## src/cam_pkg.sv

```systemverilog
// shared constants, types and register map of the cell converter result block
package cam_pkg;

    // ------------------------------------------------------------
    // timing
    // ------------------------------------------------------------
    localparam int MCLK_PERIOD_NS = 4;
    localparam int OTP_PROG_MS = 50;
    // longest time, so the division rounds down
    localparam int OTP_PULSE_CYC = OTP_PROG_MS * 1000000 / MCLK_PERIOD_NS;

    // ------------------------------------------------------------
    // result format and sources
    // ------------------------------------------------------------
    localparam int RES_BITS = 14;
    localparam int NUM_SRC = 9;
    localparam int NUM_CELLS = 6;
    localparam logic [13:0] RES_MAX = 14'h3FFF;
    localparam logic [13:0] RES_MIN = 14'h0000;
    localparam logic [1:0] RES_PAD = 2'h0;

    // scan positions: cells first, then thermistors, then auxiliary
    localparam logic [3:0] POS_TS1 = 4'h6;
    localparam logic [3:0] POS_TS2 = 4'h7;
    localparam logic [3:0] POS_AUX = 4'h8;
    localparam logic [3:0] POS_NONE = 4'hF;
    localparam logic [3:0] POS_FIRST = 4'h0;

    // ------------------------------------------------------------
    // register addresses
    // ------------------------------------------------------------
    localparam logic [7:0] ADDR_RES_FIRST = 8'h01;
    localparam logic [7:0] ADDR_CELL1_HI = 8'h03;
    localparam logic [7:0] ADDR_CELL1_LO = 8'h04;
    localparam logic [7:0] ADDR_RES_LAST = 8'h12;
    localparam logic [7:0] ADDR_ADC_CTRL = 8'h30;
    localparam logic [7:0] ADDR_CONVERT_REQUEST_BIT_CTRL = 8'h31;
    localparam logic [7:0] ADDR_FUNC_CFG = 8'h40;
    localparam logic [7:0] ADDR_OFFSET_TRIM = 8'h41;
    localparam logic [7:0] ADDR_OTP_DATA = 8'h50;
    localparam logic [7:0] ADDR_STATUS = 8'h60;

    // ------------------------------------------------------------
    // field positions and reset values
    // ------------------------------------------------------------
    localparam int AC_CNT_LSB = 0;
    localparam int AC_TS1_BIT = 4;
    localparam int AC_TS2_BIT = 5;
    localparam int AC_AUX_BIT = 6;
    localparam int CC_CONVERT_REQUEST_BIT_BIT = 0;
    localparam int FC_SRC_BIT = 4;
    localparam int FC_REF_BIT = 6;
    localparam int ST_BUSY_BIT = 0;
    localparam int ST_OTP_BIT = 1;
    localparam int ST_PIN_BIT = 2;
    localparam logic [7:0] ADC_CTRL_RST = 8'h06;
    localparam logic [2:0] CELL_CNT_MIN = 3'h1;
    localparam logic [2:0] CELL_CNT_MAX = 3'h6;

    // ------------------------------------------------------------
    // types
    // ------------------------------------------------------------
    typedef enum logic [3:0] {
        CAM_SRC_AUX, CAM_SRC_CELL1, CAM_SRC_CELL2, CAM_SRC_CELL3, CAM_SRC_CELL4,
        CAM_SRC_CELL5, CAM_SRC_CELL6, CAM_SRC_TS1, CAM_SRC_TS2
    } cam_src_t;

    typedef enum logic [1:0] {CAM_IDLE, CAM_REQ, CAM_WAIT} cam_state_t;

endpackage

```

## src/cam_result_mux.sv

```systemverilog
// converter sequencing, result saturation and result register file
`timescale 1ns/100ps
module cam_result_mux
    import cam_pkg::*;
#(
    parameter int OTP_CYC = OTP_PULSE_CYC
) (
    input wire logic mclk,
    input wire logic rst,
    input wire logic host_convert_pin,
    input wire logic [7:0] reg_addr,
    input wire logic reg_wr,
    input wire logic reg_rd,
    input wire logic [7:0] reg_wdata,
    input wire logic adc_done,
    input wire logic signed [15:0] adc_raw,
    output logic upstream_convert_out,
    output logic adc_start_q,
    output cam_src_t adc_src_q,
    output logic adc_bandgap_q,
    output logic aux_stack_q,
    output logic busy_q,
    output logic [7:0] reg_rdata_q,
    output logic otp_prog_q,
    output logic [7:0] otp_data_q
);

    typedef struct packed {
        cam_state_t st;
        logic [3:0] pos;
        cam_src_t src;
        logic start;
        logic bandgap;
        logic aux_stack;
        logic pin;
        logic convert_request_bit_req;
        logic busy;
        logic [7:0] adc_ctrl;
        logic [7:0] func_cfg;
        logic [7:0] trim;
        logic [7:0] otp_data;
        logic [7:0] rdata;
        logic [NUM_SRC-1:0][RES_BITS-1:0] res;
    } cam_regs_t;

    cam_regs_t s_q, s_d;
    logic [2:0] ncell;
    logic [NUM_SRC-1:0] en;
    logic pin_rise;
    logic go;
    logic [3:0] first_pos;
    logic [3:0] nxt_pos;
    logic signed [16:0] corr;
    logic [13:0] clamped;
    logic otp_busy;
    logic otp_go;
    logic res_hit;
    logic [3:0] rd_slot;

    // ------------------------------------------------------------
    // helpers
    // ------------------------------------------------------------
    // first enabled scan position at or after from
    function automatic logic [3:0] next_pos(input logic [3:0] from, input logic [8:0] m);
        logic [3:0] r;
        r = POS_NONE;
        for (int p = NUM_SRC - 1; p >= 0; p--) begin
            if (p >= int'(from) && m[p]) begin
                r = 4'(p);
            end
        end
        return r;
    endfunction

    // scan position to source: positions 0..7 are cells and thermistors, 8 is aux
    function automatic cam_src_t pos_src(input logic [3:0] p);
        return (p == POS_AUX) ? CAM_SRC_AUX : cam_src_t'(p + 4'h1);
    endfunction

    // ------------------------------------------------------------
    // scan mask
    // ------------------------------------------------------------
    // counts of zero or above six would leave the scan ill-formed, so clip them
    always_comb begin
        ncell = s_q.adc_ctrl[AC_CNT_LSB +: 3];
        if (ncell < CELL_CNT_MIN) begin
            ncell = CELL_CNT_MIN;
        end else if (ncell > CELL_CNT_MAX) begin
            ncell = CELL_CNT_MAX;
        end
        for (int k = 0; k < NUM_CELLS; k++) begin
            en[k] = 3'(k) < ncell;
        end
        en[POS_TS1] = s_q.adc_ctrl[AC_TS1_BIT];
        en[POS_TS2] = s_q.adc_ctrl[AC_TS2_BIT];
        en[POS_AUX] = s_q.adc_ctrl[AC_AUX_BIT];
    end

    // ------------------------------------------------------------
    // start and correction terms
    // ------------------------------------------------------------
    assign pin_rise = host_convert_pin && !s_q.pin;
    // the register request only counts while the pin rests low
    assign go = pin_rise || (s_q.convert_request_bit_req && !host_convert_pin);
    assign first_pos = next_pos(POS_FIRST, en);
    assign nxt_pos = next_pos(s_q.pos + 4'h1, en);
    assign corr = 17'(adc_raw) - 17'(signed'(s_q.trim));
    assign otp_go = reg_wr && reg_addr == ADDR_OTP_DATA && !otp_busy;
    assign res_hit = reg_addr >= ADDR_RES_FIRST && reg_addr <= ADDR_RES_LAST;
    assign rd_slot = 4'((reg_addr - ADDR_RES_FIRST) >> 1);

    cam_sat u_sat (
        .sum(corr),
        .res(clamped)
    );

    cam_otp_timer #(
        .CYC(OTP_CYC)
    ) u_otp (
        .mclk(mclk),
        .rst(rst),
        .start(otp_go),
        .busy(otp_busy)
    );

    // ------------------------------------------------------------
    // next state
    // ------------------------------------------------------------
    always_comb begin
        s_d = s_q;
        s_d.start = 1'b0;
        s_d.pin = host_convert_pin;

        // register writes; a convert request while the pin is high is dropped
        if (reg_wr) begin
            unique case (reg_addr)
                ADDR_ADC_CTRL: s_d.adc_ctrl = reg_wdata;
                ADDR_FUNC_CFG: s_d.func_cfg = reg_wdata;
                ADDR_OFFSET_TRIM: s_d.trim = reg_wdata;
                ADDR_OTP_DATA: begin
                    if (!otp_busy) begin
                        s_d.otp_data = reg_wdata;
                    end
                end
                ADDR_CONVERT_REQUEST_BIT_CTRL: begin
                    if (reg_wdata[CC_CONVERT_REQUEST_BIT_BIT] && !host_convert_pin) begin
                        s_d.convert_request_bit_req = 1'b1;
                    end
                end
                default: ;
            endcase
        end

        // conversion sequencer
        unique case (s_q.st)
            CAM_IDLE: begin
                if (host_convert_pin) begin
                    s_d.convert_request_bit_req = 1'b0;
                end
                if (go) begin
                    s_d.convert_request_bit_req = 1'b0;
                    s_d.pos = first_pos;
                    s_d.st = CAM_REQ;
                end
            end
            CAM_REQ: begin
                s_d.src = pos_src(s_q.pos);
                s_d.start = 1'b1;
                s_d.aux_stack = s_q.func_cfg[FC_SRC_BIT];
                if (s_q.pos == POS_AUX) begin
                    // stack voltage ignores the reference choice
                    s_d.bandgap = s_q.func_cfg[FC_SRC_BIT] || s_q.func_cfg[FC_REF_BIT];
                end else begin
                    s_d.bandgap = s_q.pos < POS_TS1;
                end
                s_d.st = CAM_WAIT;
            end
            CAM_WAIT: begin
                if (adc_done) begin
                    s_d.res[s_q.src] = clamped;
                    if (nxt_pos == POS_NONE || s_q.pos == POS_AUX) begin
                        s_d.st = CAM_IDLE;
                    end else begin
                        s_d.pos = nxt_pos;
                        s_d.st = CAM_REQ;
                    end
                end
            end
            // unused code: fall back to idle rather than hang
            default: s_d.st = CAM_IDLE;
        endcase
        s_d.busy = s_d.st != CAM_IDLE;

        // read data, registered one cycle after the strobe
        if (reg_rd) begin
            s_d.rdata = 8'h00;
            if (res_hit) begin
                if (reg_addr[0]) begin
                    // odd address is the high byte of the pair
                    s_d.rdata = {RES_PAD, s_q.res[rd_slot][13:8]};
                end else begin
                    s_d.rdata = s_q.res[rd_slot][7:0];
                end
            end else begin
                unique case (reg_addr)
                    ADDR_ADC_CTRL: s_d.rdata = s_q.adc_ctrl;
                    ADDR_FUNC_CFG: s_d.rdata = s_q.func_cfg;
                    ADDR_OFFSET_TRIM: s_d.rdata = s_q.trim;
                    ADDR_OTP_DATA: s_d.rdata = s_q.otp_data;
                    ADDR_CONVERT_REQUEST_BIT_CTRL: s_d.rdata[CC_CONVERT_REQUEST_BIT_BIT] = s_q.convert_request_bit_req;
                    ADDR_STATUS: begin
                        s_d.rdata[ST_BUSY_BIT] = s_q.st != CAM_IDLE;
                        s_d.rdata[ST_OTP_BIT] = otp_busy;
                        s_d.rdata[ST_PIN_BIT] = s_q.pin;
                    end
                    default: ;
                endcase
            end
        end
    end

    // ------------------------------------------------------------
    // state register
    // ------------------------------------------------------------
    always_ff @(posedge mclk) begin
        if (rst) begin
            s_q <= '0;
            s_q.adc_ctrl <= ADC_CTRL_RST;
        end else begin
            s_q <= s_d;
        end
    end

    // ------------------------------------------------------------
    // outputs
    // ------------------------------------------------------------
    // the upstream copy is the registered pin, one cycle behind
    assign upstream_convert_out = s_q.pin;
    assign adc_start_q = s_q.start;
    assign adc_src_q = s_q.src;
    assign adc_bandgap_q = s_q.bandgap;
    assign aux_stack_q = s_q.aux_stack;
    assign busy_q = s_q.busy;
    assign reg_rdata_q = s_q.rdata;
    assign otp_prog_q = otp_busy;
    assign otp_data_q = s_q.otp_data;

    // ------------------------------------------------------------
    // checks
    // ------------------------------------------------------------
    a_high_pad_zero: assert property (@(posedge mclk) disable iff (rst)
        (reg_rd && res_hit && reg_addr[0]) |=> reg_rdata_q[7:6] == RES_PAD)
        else $error("result high byte top bits not zero");
    a_src_range: assert property (@(posedge mclk) disable iff (rst)
        adc_start_q |-> int'(adc_src_q) < NUM_SRC) else $error("source out of range");
    a_aux_route: assert property (@(posedge mclk) disable iff (rst)
        adc_start_q |-> aux_stack_q == s_q.func_cfg[FC_SRC_BIT])
        else $error("aux route differs from config");
    a_sat_store: assert property (@(posedge mclk) disable iff (rst)
        (s_q.st == CAM_WAIT && adc_done && corr > $signed({3'h0, RES_MAX}))
        |=> s_q.res[$past(s_q.src)] == RES_MAX) else $error("overflow not held at top");
    a_sat_floor: assert property (@(posedge mclk) disable iff (rst)
        (s_q.st == CAM_WAIT && adc_done && corr < 0)
        |=> s_q.res[$past(s_q.src)] == RES_MIN) else $error("underflow not held at zero");
    a_pair_cell1: assert property (@(posedge mclk) disable iff (rst)
        (reg_rd && reg_addr == ADDR_CELL1_LO && !(s_q.st == CAM_WAIT && adc_done))
        |=> reg_rdata_q == s_q.res[CAM_SRC_CELL1][7:0]) else $error("cell 1 low byte wrong");
    a_cell_limit: assert property (@(posedge mclk) disable iff (rst)
        (adc_start_q && adc_src_q != CAM_SRC_AUX && adc_src_q < CAM_SRC_TS1)
        |-> 3'(adc_src_q) <= ncell) else $error("scan beyond cell count");
    a_ts_enable: assert property (@(posedge mclk) disable iff (rst)
        (adc_start_q && adc_src_q == CAM_SRC_TS1) |-> s_q.adc_ctrl[AC_TS1_BIT])
        else $error("disabled thermistor converted");
    a_stack_vref: assert property (@(posedge mclk) disable iff (rst)
        (adc_start_q && adc_src_q == CAM_SRC_AUX && aux_stack_q) |-> adc_bandgap_q)
        else $error("stack voltage without bandgap");
    a_pin_start: assert property (@(posedge mclk) disable iff (rst)
        (s_q.st == CAM_IDLE && pin_rise) |=> ##1 adc_start_q)
        else $error("pin rise did not start scan");
    a_pin_blocks: assert property (@(posedge mclk) disable iff (rst)
        (s_q.st == CAM_IDLE && host_convert_pin && s_q.pin) |=> s_q.st == CAM_IDLE)
        else $error("register bit started while pin high");

    c_full_scan: cover property (@(posedge mclk) disable iff (rst)
        adc_start_q && adc_src_q == CAM_SRC_AUX);
    c_reg_start: cover property (@(posedge mclk) disable iff (rst)
        s_q.st == CAM_IDLE && s_q.convert_request_bit_req && !host_convert_pin);
    c_clamp_top: cover property (@(posedge mclk) disable iff (rst)
        s_q.st == CAM_WAIT && adc_done && corr > $signed({3'h0, RES_MAX}));
    c_otp_pulse: cover property (@(posedge mclk) disable iff (rst) otp_go);

endmodule // cam_result_mux

```

## src/cam_sat.sv

```systemverilog
// saturating clamp of an offset-corrected converter code to the result range
`timescale 1ns/100ps
module cam_sat
    import cam_pkg::*;
(
    input wire logic signed [16:0] sum,
    output logic [13:0] res
);

    // ------------------------------------------------------------
    // clamp
    // ------------------------------------------------------------
    // never wrap: a negative sum pins low, an oversize sum pins high
    always_comb begin
        if (sum < 0) begin
            res = RES_MIN;
        end else if (sum > $signed({3'h0, RES_MAX})) begin
            res = RES_MAX;
        end else begin
            res = sum[13:0];
        end
    end

endmodule // cam_sat

```

## src/cam_otp_timer.sv

```systemverilog
// self-timed write pulse for the one-time-programmable configuration
`timescale 1ns/100ps
module cam_otp_timer
    import cam_pkg::*;
#(
    parameter int CYC = OTP_PULSE_CYC
) (
    input wire logic mclk,
    input wire logic rst,
    input wire logic start,
    output logic busy
);

    localparam int CW = $clog2(CYC + 1);

    typedef struct packed {
        logic busy;
        logic [CW-1:0] cnt;
    } cam_otp_st_t;

    cam_otp_st_t s_q, s_d;

    // ------------------------------------------------------------
    // pulse counter
    // ------------------------------------------------------------
    // start while busy is dropped; the pulse length is fixed
    always_comb begin
        s_d = s_q;
        if (s_q.busy) begin
            if (s_q.cnt == CW'(CYC - 1)) begin
                s_d.busy = 1'b0;
                s_d.cnt = '0;
            end else begin
                s_d.cnt = s_q.cnt + CW'(1);
            end
        end else if (start) begin
            s_d.busy = 1'b1;
        end
    end

    always_ff @(posedge mclk) begin
        if (rst) begin
            s_q <= '0;
        end else begin
            s_q <= s_d;
        end
    end

    assign busy = s_q.busy;

    // ------------------------------------------------------------
    // checks
    // ------------------------------------------------------------
    a_otp_bound: assert property (@(posedge mclk) disable iff (rst)
        s_q.busy |-> s_q.cnt < CW'(CYC)) else $error("otp pulse overran its count");
    a_otp_launch: assert property (@(posedge mclk) disable iff (rst)
        (start && !s_q.busy) |=> s_q.busy && s_q.cnt == '0)
        else $error("otp pulse did not start");

endmodule // cam_otp_timer

```

## config.mk

```make
export PLATFORM = sky130hd
export DESIGN_NAME = cam_result_mux
export DESIGN_NICKNAME = d
export VERILOG_FILES = /design/src/cam_pkg.sv /design/src/cam_result_mux.sv /design/src/cam_sat.sv /design/src/cam_otp_timer.sv
export SDC_FILE = /design/constraint.sdc
export NUM_CORES = 1
export LEC_CHECK = 0
export ABC_CLOCK_PERIOD_IN_PS = 6900
export BUFFER_PORTS_ARGS = -buffer_cell sky130_fd_sc_hd__buf_2
export CELL_PAD_IN_SITES_DETAIL_PLACEMENT = 1
export CELL_PAD_IN_SITES_GLOBAL_PLACEMENT = 1
export CORE_UTILIZATION = 50
export DETAILED_ROUTE_END_ITERATION = 8
export GPL_TIMING_DRIVEN = 0
export PLACE_DENSITY_LB_ADDON = 0.08
export SLEW_MARGIN = 10
export SYNTH_ARGS = -nofsm -noshare
export SYNTH_HDL_FRONTEND = slang
export SYNTH_SLANG_ARGS = --single-unit
```

## constraint.sdc

```tcl
create_clock -name mclk -period 6.9 [get_ports mclk]
set_clock_uncertainty 0.2 [all_clocks]
set_input_delay 0.69 -clock mclk [delete_from_list [all_inputs] [get_ports mclk]]
set_output_delay 0.69 -clock mclk [all_outputs]
set_load 0.02 [all_outputs]
```

# Yosys cells after proc, flatten, opt, wreduce, memory -nomap -nowiden
# Cells that the tools add are included.
word_totals:
  ff_bits: 207
  input_bits: 38
  elab_cells: 152
op_classes:
  addsub: 4
  n_lt_le_gt_ge: 25
  eq_ne: 14
  mux: 51
  bitwise: 1
  n_reduce_logical: 32
op_table:
  columns: ["cell", "count"]
  rows:
  - ["$bwmux 126", 1]
  - ["$mux 4", 18]
  - ["$bmux 14 s4", 1]
  - ["$demux 14 s4", 1]
  - ["$mux 14", 4]
  - ["$eq 8x7->1 const B", 4]
  - ["$add 24x1->24 const B", 1]
  - ["$eq 24x24->1 const B", 1]
  - ["$mux 24", 1]
  - ["$pmux 5 s4", 1]
  - ["$gt 17x15->1 const B", 1]
  - ["$lt 17x1->1 const B", 1]
  - ["$sub 16x8->17", 1]
  - ["$eq 8x6->1 const B", 2]
  - ["$ge 3x4->1 const A", 4]
  - ["$logic_and 1x1->1", 16]
  - ["$mux 8", 2]
  - ["$mux 3", 5]
  - ["$mux 6", 2]
  - ["$mux 1", 11]
  - ["$lt 4x5->1 const B", 2]
  - ["$pmux 2 s5", 1]
  - ["$eq 4x4->1 const B", 2]
  - ["$ge 1x4->1 const A", 2]
  - ["other kinds (27)", 42]

# Logic depth before layout (Yosys ltp)
# Gate-level depths: netlist (run 1).
logic_depth:
  word_depth: 18
  depth_mapped: 12
  mapped_depth_nobuf: 10

# By module
# A second synthesis (run 1) with hierarchy kept.
unflattened:
  hier_cells: 1242
  hier_area_um2: 10760.3
modules_own_cells:
  columns: ["module", "instances", "cells_each", "area_each_um2", "seq_area_each_um2"]
  rows:
  - ["cam_result_mux", 1, 1076, 9452.8, 3643.5]
  - ["cam_otp_timer", 1, 135, 1157.4, 500.5]
  - ["cam_sat", 1, 31, 150.1, 0.0]

# Least setup slack after synthesis (run 1)
# Ideal clock, no wire load.
synth_path:
  kind: "input to register"
  startpoint: "in reg_addr[0]"
  endpoint: "reg s_q (netlist bit reg_rdata_q[1])"
  arrival_time_ns: 2.766
  slack_ns: 3.803
  stages: 10
  cell_sequence: "buf_2 inv_1 ha_1 xnor2_1 buf_2 mux4_2 nor2_1 a211oi_1 a2111oi_0 nor3_1"
synth_between:
  elab_chain_cells: 5
  word_cells_on_any_way: 14
  cone_classes: "add/sub (1); order compare (2); eq/ne (5); mux (5); reduce/logical (1)"
synth_rtl:
  columns: ["element", "line", "rtl"]
  rows:
  - ["start, declared", "cam_result_mux.sv:11", "input wire logic [7:0] reg_addr,"]
  - ["$sub 5x1->5", "cam_result_mux.sv:110", "assign rd_slot = 4'((reg_addr - ADDR_RES_FIRST) >> 1);"]
  - ["$bmux 14 s4", "cam_result_mux.sv:200, cam_result_mux.sv:202", null]
  - ["$mux 14 (implied by the code)", "cam_result_mux.sv:202", "s_d.rdata = s_q.res[rd_slot][7:0];"]
  - ["$mux 8", "cam_result_mux.sv:198", "if (reg_addr[0]) begin"]
  - ["$mux 8 (*)", "cam_result_mux.sv:197", "if (res_hit) begin"]
  - ["end, declared", "cam_result_mux.sv:46", "cam_regs_t s_q, s_d;"]
# Every way passes the cells marked *; elsewhere a longest branch is shown, timed or not. The select of a mux whose other input is x is not followed.
# A chain may end at the register's enable or synchronous reset.

# Worst setup path in the final report (run 1)
layout_path:
  startpoint: "reg s_q[149] (netlist name)"
  endpoint: "reg s_q[54] (netlist name)"
layout_between:
  elab_chain_cells: 5
  word_cells_on_any_way: 6
  cone_classes: "add/sub (1); order compare (2); mux (3)"
layout_rtl:
  columns: ["element", "line", "rtl"]
  rows:
  - ["$sub 16x8->17 (*)", "cam_result_mux.sv:107", "assign corr = 17'(adc_raw) - 17'(signed'(s_q.trim));"]
  - ["$gt 17x15->1", "cam_sat.sv:17", "end else if (sum > $signed({3'h0, RES_MAX})) begin"]
  - ["$mux 14", "cam_sat.sv:17", null]
  - ["$mux 14 (*)", "cam_sat.sv:15", "if (sum < 0) begin"]
  - ["$bwmux 126 (*)", "cam_result_mux.sv:180", "s_d.res[s_q.src] = clamped;"]
# Every way passes the cells marked *; elsewhere a longest branch is shown, timed or not.

==> results of run 1 <==
==> cells in the mapped netlist, types with 21 or more instances <==
cell,number,area share
a21oi_1,45,0.022
a22o_1,26,0.022
buf_4,21,0.015
clkbuf_1,42,0.015
dfxtp_1,207,0.41
ha_1,24,0.029
inv_1,28,0.010
mux2i_1,37,0.036
mux4_2,27,0.059
nand2_1,152,0.056
nor2_1,130,0.048
nor3_1,24,0.012
o21ai_0,146,0.071
==> per-layer routing <==
layer / part of all wire / up-vias
met1: 0.45 / 4677
li1: - / 4413
met4: 0.029 / 0
met3: 0.037 / 55
met5: 0 / -
met2: 0.48 / 215
==> area by class of cell <==
cell class                 count  area [um^2]  share of cell area
inverter                      28          105             0.00907
buffer                        84          425              0.0367
multi-input combinational    862         5560               0.480
clock buffer                  32          649              0.0560
sequential                   207         4140               0.358
antenna                        1         2.50            0.000216
tap                          265          332              0.0286
clock inverter                 7         67.6             0.00583
timing repair buffer          61          305              0.0263
==> sequential cells by signal (all words and copies together) (netlist names) <==
register,cells
s_q,154
busy_q,1
u_otp.busy,1
reg_rdata_q,8
aux_stack_q,1
u_otp.s_q,24
adc_src_q,4
adc_bandgap_q,1
upstream_convert_out,1
adc_start_q,1
en,3
otp_data_q,8
==> critical path, delay by kind of cell (launching register included) <==
family,cells,cell delay (ns)
buffers and inverters,2,0.43
adders and majority gates,1,0.39
and+or+nand+nor,3,1.53
DFF,1,0.43
AOI/OAI and AO/OA,4,0.85
==> cells by family after synthesis <==
| family | share of synthesized area |
|---|---|
| compound gates | 0.201 |
| flops | 0.405 |
| fa+ha+maj | 0.0313 |
| simple gates | 0.194 |
| mux | 0.101 |
| xor+xnor | 0.0161 |
| buf+inv | 0.0519 |
==> through the flow <==
stage / std cells / hold WS, ns / total power [W] / worst slack (ns) / area, um^2
detailed placement: 1507 / 0.242 / 0.00149 / 2.71 / 10900
CTS: 1546 / 0.257 / 0.00266 / 2.97 / 11600
finish: 1547 / 0.251 / 0.00265 / 2.89 / 11600
global route: 1547 / 0.281 / 0.00274 / 2.67 / 11600
global placement: 1507 / 0.229 / 0.00148 / 2.79 / 10900
floorplan: 1181 / 0.220 / 0.00140 / 3.80 / 10200
==> power groups by stage <==
stage                     sequential [W]  combinational [W]  clock [W]
final                            0.00121           0.000255    0.00119
after floorplan                  0.00124           0.000160          0
after global placement           0.00124           0.000245          0
after global routing             0.00121           0.000274    0.00125
after CTS                        0.00121           0.000253    0.00120
after detailed placement         0.00124           0.000251          0
==> path summary, 6_finish.rpt <==
kind | depth (start not counted) | slack (ns) | end | startpoint
worst max-delay path | 10 | 2.89 | s_q[54] | s_q[149]
worst min-delay path | 2 | 0.25 | s_q[102] | s_q[102]
worst max register to register | 10 | 2.89 | s_q[54] | s_q[149]
worst min register to register | 2 | 0.25 | s_q[102] | s_q[102]
==> reports/summary.txt, run 1 <==
Peak VDD IR = 168 uV
met1 usage = 0.417
htree depth = 1
Data arrival, critical path = 4.16 ns
Post-Syn Nets = 1244
M3 GR Usage = 0.0343
Starting Density = 0.517
vias in the first global route = 9597
DR pass1 iterations = 5
cell count after synthesis = 1181
setup violators final = 0
Gate power share = 0.096
Fin. Hold Viols = 0
final setup TNS = 0 ns
Tot GR Track Use = 0.314
Clock Tree Root = clkbuf_16
Starting DRT DRC Count = 791
RSZ-0062 raised after global routing = false
Die Y = 145 um
Via-to-Cell Ratio = 6.05
clock network fraction of total power = 0.448
switch share = 0.255
hold buffer count at CTS = 0
die width = 145 um
Slew HR = 0.255
GR Util met2 = 0.536
IO buf count = 61
delay of the slowest cell on the worst path = 0.75 ns
Async S/R FF share, synth = 0
internal power = 0.00198 W
Via Count = 9360
Psw = 0.000677 W
critical path startpoint category = flip-flop
pin count of the biggest net entering global routing = 14
outcome = complete, no violations
post-CTS setup buffer count = 0
first-pass GRT wire length = 52700 um
average size of a mapped cell = 8.66 um^2
Num CTS Buffers = 23
flops & latches, synth = 207
Worst Max-Slew Pin Slew = 1.11 ns
Final #Nets = 1330
CP endpoint kind = flip-flop
gr busiest metal = met2
Area growth syn-to-layout = 13.3%
GP Congestion = 0.894
CTS max path bufs = 3
Leakage = 4.52 nW
HP Class = flip-flop to flip-flop
clk sink count = 207
most common cell after layout, fill and taps aside = dfxtp_1
highest-count cells in the layout ignoring fill and taps = 207 x dfxtp_1, 152 x nand2_1, 146 x o21ai_0
Rows = 51
fillers = 2389
Setup CP Type = flip-flop to flip-flop
Antenna Nets Post-Route = 0
drc violations = 0
WP data required = 7.05 ns
post-synth design cell area = 10200 um^2
post_cts resized = 0
core area = 19800 um^2
die area = 21000 um^2
sequential cell area fraction in the yosys report = 0.405
min Tclk post-route = 4.01 ns
gr ovfl total = 0
layout cells sized above 1 = 0.136
CTS tree = yes
Yosys warning total = 0
initial antenna violation count = 1
clk_lat worst skew = 0.52 ns
Final Core Density = 0.586
I/O pin cnt = 64
Flop pwr share = 0.456
Slowest-stage cell, CP = nor2_1
worst-path cell chain = inv_1, ha_1, and2_1, nor4_1, a21o_1, a211oi_1, o21bai_2, buf_6, nor2_1, o21ai_0
most used flip-flop cell after synthesis = dfxtp_1
Power Dens Cells = 229 nW/um^2
number of enable flip-flop cells after synthesis = 0
Cell variety after synth = 70
fmax = 249 MHz
final wirelength = 32700 um
DR WL/cell = 21.1 um
CP max FO = 10
Max Cap Violations = 0
Tcrit/Tclk final = 0.581
DPL Wire Length = 23700 um
Final Slew Violations = 0
Reg clk slew, reported paths = 0.06 ns
No activity file was read; power rests on OpenSTA's default activity.
==> inputs of run 2 (changes only) <==
--- a/config.mk
+++ b/config.mk
@@ -5,11 +5,11 @@
 export SDC_FILE = /design/constraint.sdc
 export NUM_CORES = 1
 export LEC_CHECK = 0
-export ABC_CLOCK_PERIOD_IN_PS = 6900
+export ABC_CLOCK_PERIOD_IN_PS = 3790
 export BUFFER_PORTS_ARGS = -buffer_cell sky130_fd_sc_hd__buf_2
 export CELL_PAD_IN_SITES_DETAIL_PLACEMENT = 1
 export CELL_PAD_IN_SITES_GLOBAL_PLACEMENT = 1
-export CORE_UTILIZATION = 50
+export CORE_UTILIZATION = 47
 export DETAILED_ROUTE_END_ITERATION = 8
 export GPL_TIMING_DRIVEN = 0
 export PLACE_DENSITY_LB_ADDON = 0.08
==> constraint.sdc (replaced) <==
create_clock -name mclk -period 3.79 [get_ports mclk]
set_clock_uncertainty 0.2 [all_clocks]
set_input_delay 0.379 -clock mclk [delete_from_list [all_inputs] [get_ports mclk]]
set_output_delay 0.379 -clock mclk [all_outputs]
set_load 0.02 [all_outputs]
==> run 2 against run 1 <==
  * Wire length fell by 0.22%
  * First-iteration DRC count fell by 42%
  * Sequential power rose by 83%
  * Combinational power rose by 89%
  * Die area rose by 6.3%
  * Setup slack got worse by 2.8 ns
  * Cell count rose by 1.3%
  * Design area rose by 1.6%
  * Global-route usage fell by 1.7 points
  * Sequential share of layout area fell by 0.57 points
  * Worst hold slack got worse by 0.25 ns
  * Register-to-register slack got worse by 2.8 ns
==> reports/summary.txt, run 2 (same netlist as run 1, synthesis figures left out) <==
Final WS setup = 0.132 ns (-2.76 ns)
Hold EP = s_q[167]
DR pass1 iterations = 5 (unchanged)
max reg flops = 154 (unchanged)
worst slack, placed = -0.254 ns (-2.96 ns)
worst r2r src = s_q[149]
layout cells sized above 1 = 0.145 (+0.00891)
CTS tree = yes
min Tclk post-route = 3.66 ns (-0.351 ns)
Final #Nets = 1339 (+0.68%)
gr ovfl total = 0 (unchanged)
die area = 22400 um^2 (+6.3%)
I/O pin cnt = 64 (unchanged)
fmax = 273 MHz (+9.6%)
Worst R2R Setup Slack = 0.13 ns (-2.76 ns)
CTS max path bufs = 3 (unchanged)
FF-to-FF path depth = 10 (unchanged)
HP Class = input pin to flip-flop
clk sink count = 207 (unchanged)
CP endpoint kind = flip-flop
clk_lat worst skew = 0.51 ns (about the same)
setup violators final = 0 (unchanged)
core area = 21200 um^2 (+6.9%)
Leakage = 4.59 nW (+1.4%)
initial antenna violation count = 0 (-1)
Area growth syn-to-layout = 15.1%
die width = 150 um (+3.1%)
Worst Max-Slew Pin Slew = 1.11 ns (+0.00452 ns)
critical path startpoint category = flip-flop
Max Cap Violations = 0 (unchanged)
Setup CP Type = flip-flop to flip-flop
hold depth = 3 (+1)
CP top delay family = simple AND/OR/NAND/NOR gates
Rows = 53 (+3.9%)
DPL Wire Length = 24000 um (+1.4%)
drc violations = 0 (unchanged)
Largest regs = s_q (154), u_otp.s_q (24)
Via Count = 9289 (-0.76%)
first-pass GRT wire length = 51600 um (-2.2%)
Reg clk slew, reported paths = 0.06 ns (about the same)
outcome = complete, no violations
CP Depth = 10 (unchanged)
Fin. Hold Viols = 0 (unchanged)
Starting DRT DRC Count = 455 (-42%)
Slowest-stage cell, CP = nor2_2
Starting Density = 0.484 (-0.0336)
n_diodes = 0 (-1)
worst-path cell chain = inv_1, ha_1, a21oi_1, o31ai_1, or4_1, o21ai_2, o21bai_2, buf_6, nor2_2, o21ai_0
min-delay src = reg_wr
delay of the slowest cell on the worst path = 0.53 ns (-0.22 ns)
Final Core Density = 0.557 (-0.0291)
htree depth = 1 (unchanged)
pin count of the biggest net entering global routing = 14 (unchanged)
vias in the first global route = 9325 (-2.8%)
Slew HR = 0.252 (-0.00303)
Tot GR Track Use = 0.297 (-0.0167)
WP data required = 3.94 ns (-3.11 ns)
Num CTS Buffers = 23 (unchanged)
Antenna Nets Post-Route = 0 (unchanged)
Clock Tree Root = clkbuf_16
Power Dens Cells = 420 nW/um^2 (+83%)
buffers and inverters on the worst path = 2 (unchanged)
hold slack = 0.00485 ns (-0.246 ns)
Pwr Total = 0.00495 W (+86%)
DR WL/cell = 20.8 um (-1.5%)
highest-count cells in the layout ignoring fill and taps = 207 x dfxtp_1, 152 x nand2_1, 146 x o21ai_0
FF-to-FF End = s_q[26]
GP Congestion = 0.886 (-0.92%)
Data arrival, critical path = 3.81 ns (-0.35 ns)
Peak VDD IR = 337 uV (+100%)
Die Y = 150 um (+3.1%)
Via-to-Cell Ratio = 5.93 (-2.0%)
CP max FO = 10 (unchanged)
Most flops, register = s_q
RSZ-0062 raised after global routing = false
Final Slew Violations = 0 (unchanged)
final wirelength = 32600 um (-0.22%)
Tcrit/Tclk final = 0.965 (+0.384)
most common cell after layout, fill and taps aside = dfxtp_1
IO buf count = 61 (unchanged)
-- run 2: cell type report --
| cell class | count | area (um^2) |
|---|---|---|
| tap | 275 | 344 |
| sequential | 207 | 4140 |
| clock inverter | 7 | 88.8 |
| multi-input combinational | 862 | 5590 |
| fill | 2506 | 9380 |
| clock buffer | 34 | 677 |
| inverter | 28 | 105 |
| timing repair buffer | 70 | 405 |
| buffer | 84 | 425 |
-- run 2: worst max path at each step --
stage                     endpoint  slack, ns   startpoint
floorplan                  s_q[66]        1.0     s_q[149]
global placement    reg_rdata_q[1]      -0.20  reg_addr[0]
detailed placement  reg_rdata_q[1]      -0.25  reg_addr[0]
CTS                        s_q[51]       0.03     s_q[149]
global route               s_q[46]       0.02     s_q[149]
finish                     s_q[26]       0.13     s_q[149]
-- run 2: timing repair --
| item | CTS | global route |
|---|---|---|
| resized for setup | 5 | 5 |
| buffers inserted | 0 | 1 |
| hold buffers | 8 | 0 |
| endpoints found under the setup margin | 29 | 66 |
| endpoints found under the hold margin | 15 | 0 |
| pin swaps | 1 | 1 |
-- run 2: per-layer routing --
metal	global-route usage	part of all wire	vias up	wire (um)
met1	0.387	0.45	4613	14800
li1	-	-	4419	-
met4	0.0980	0.029	0	944
met5	0	0	-	0
met3	0.0348	0.039	60	1260
met2	0.510	0.48	197	15600
-- run 2: where the power goes --
group,switching (W),internal [W]
registers,0.0000144,0.00219
logic,0.000323,0.000159
clock network,0.000891,0.00137
-- run 2: worst register-to-register path, cell delays in order (launching register included) --
cell	delay, ns
dfxtp_1	0.44
inv_1	0.24
ha_1	0.44
a21oi_1	0.29
o31ai_1	0.14
or4_1	0.50
o21ai_2	0.15
o21bai_2	0.15
buf_6	0.19
nor2_2	0.53
o21ai_0	0.23
-- run 2: through the flow --
step	std cells	instance area, um^2	TNS, ns
CTS	1566	11700	0
detailed placement	1517	10900	-1.60
floorplan	1181	10200	0
finish	1567	11800	0
global placement	1517	10900	-0.601
global route	1567	11800	0
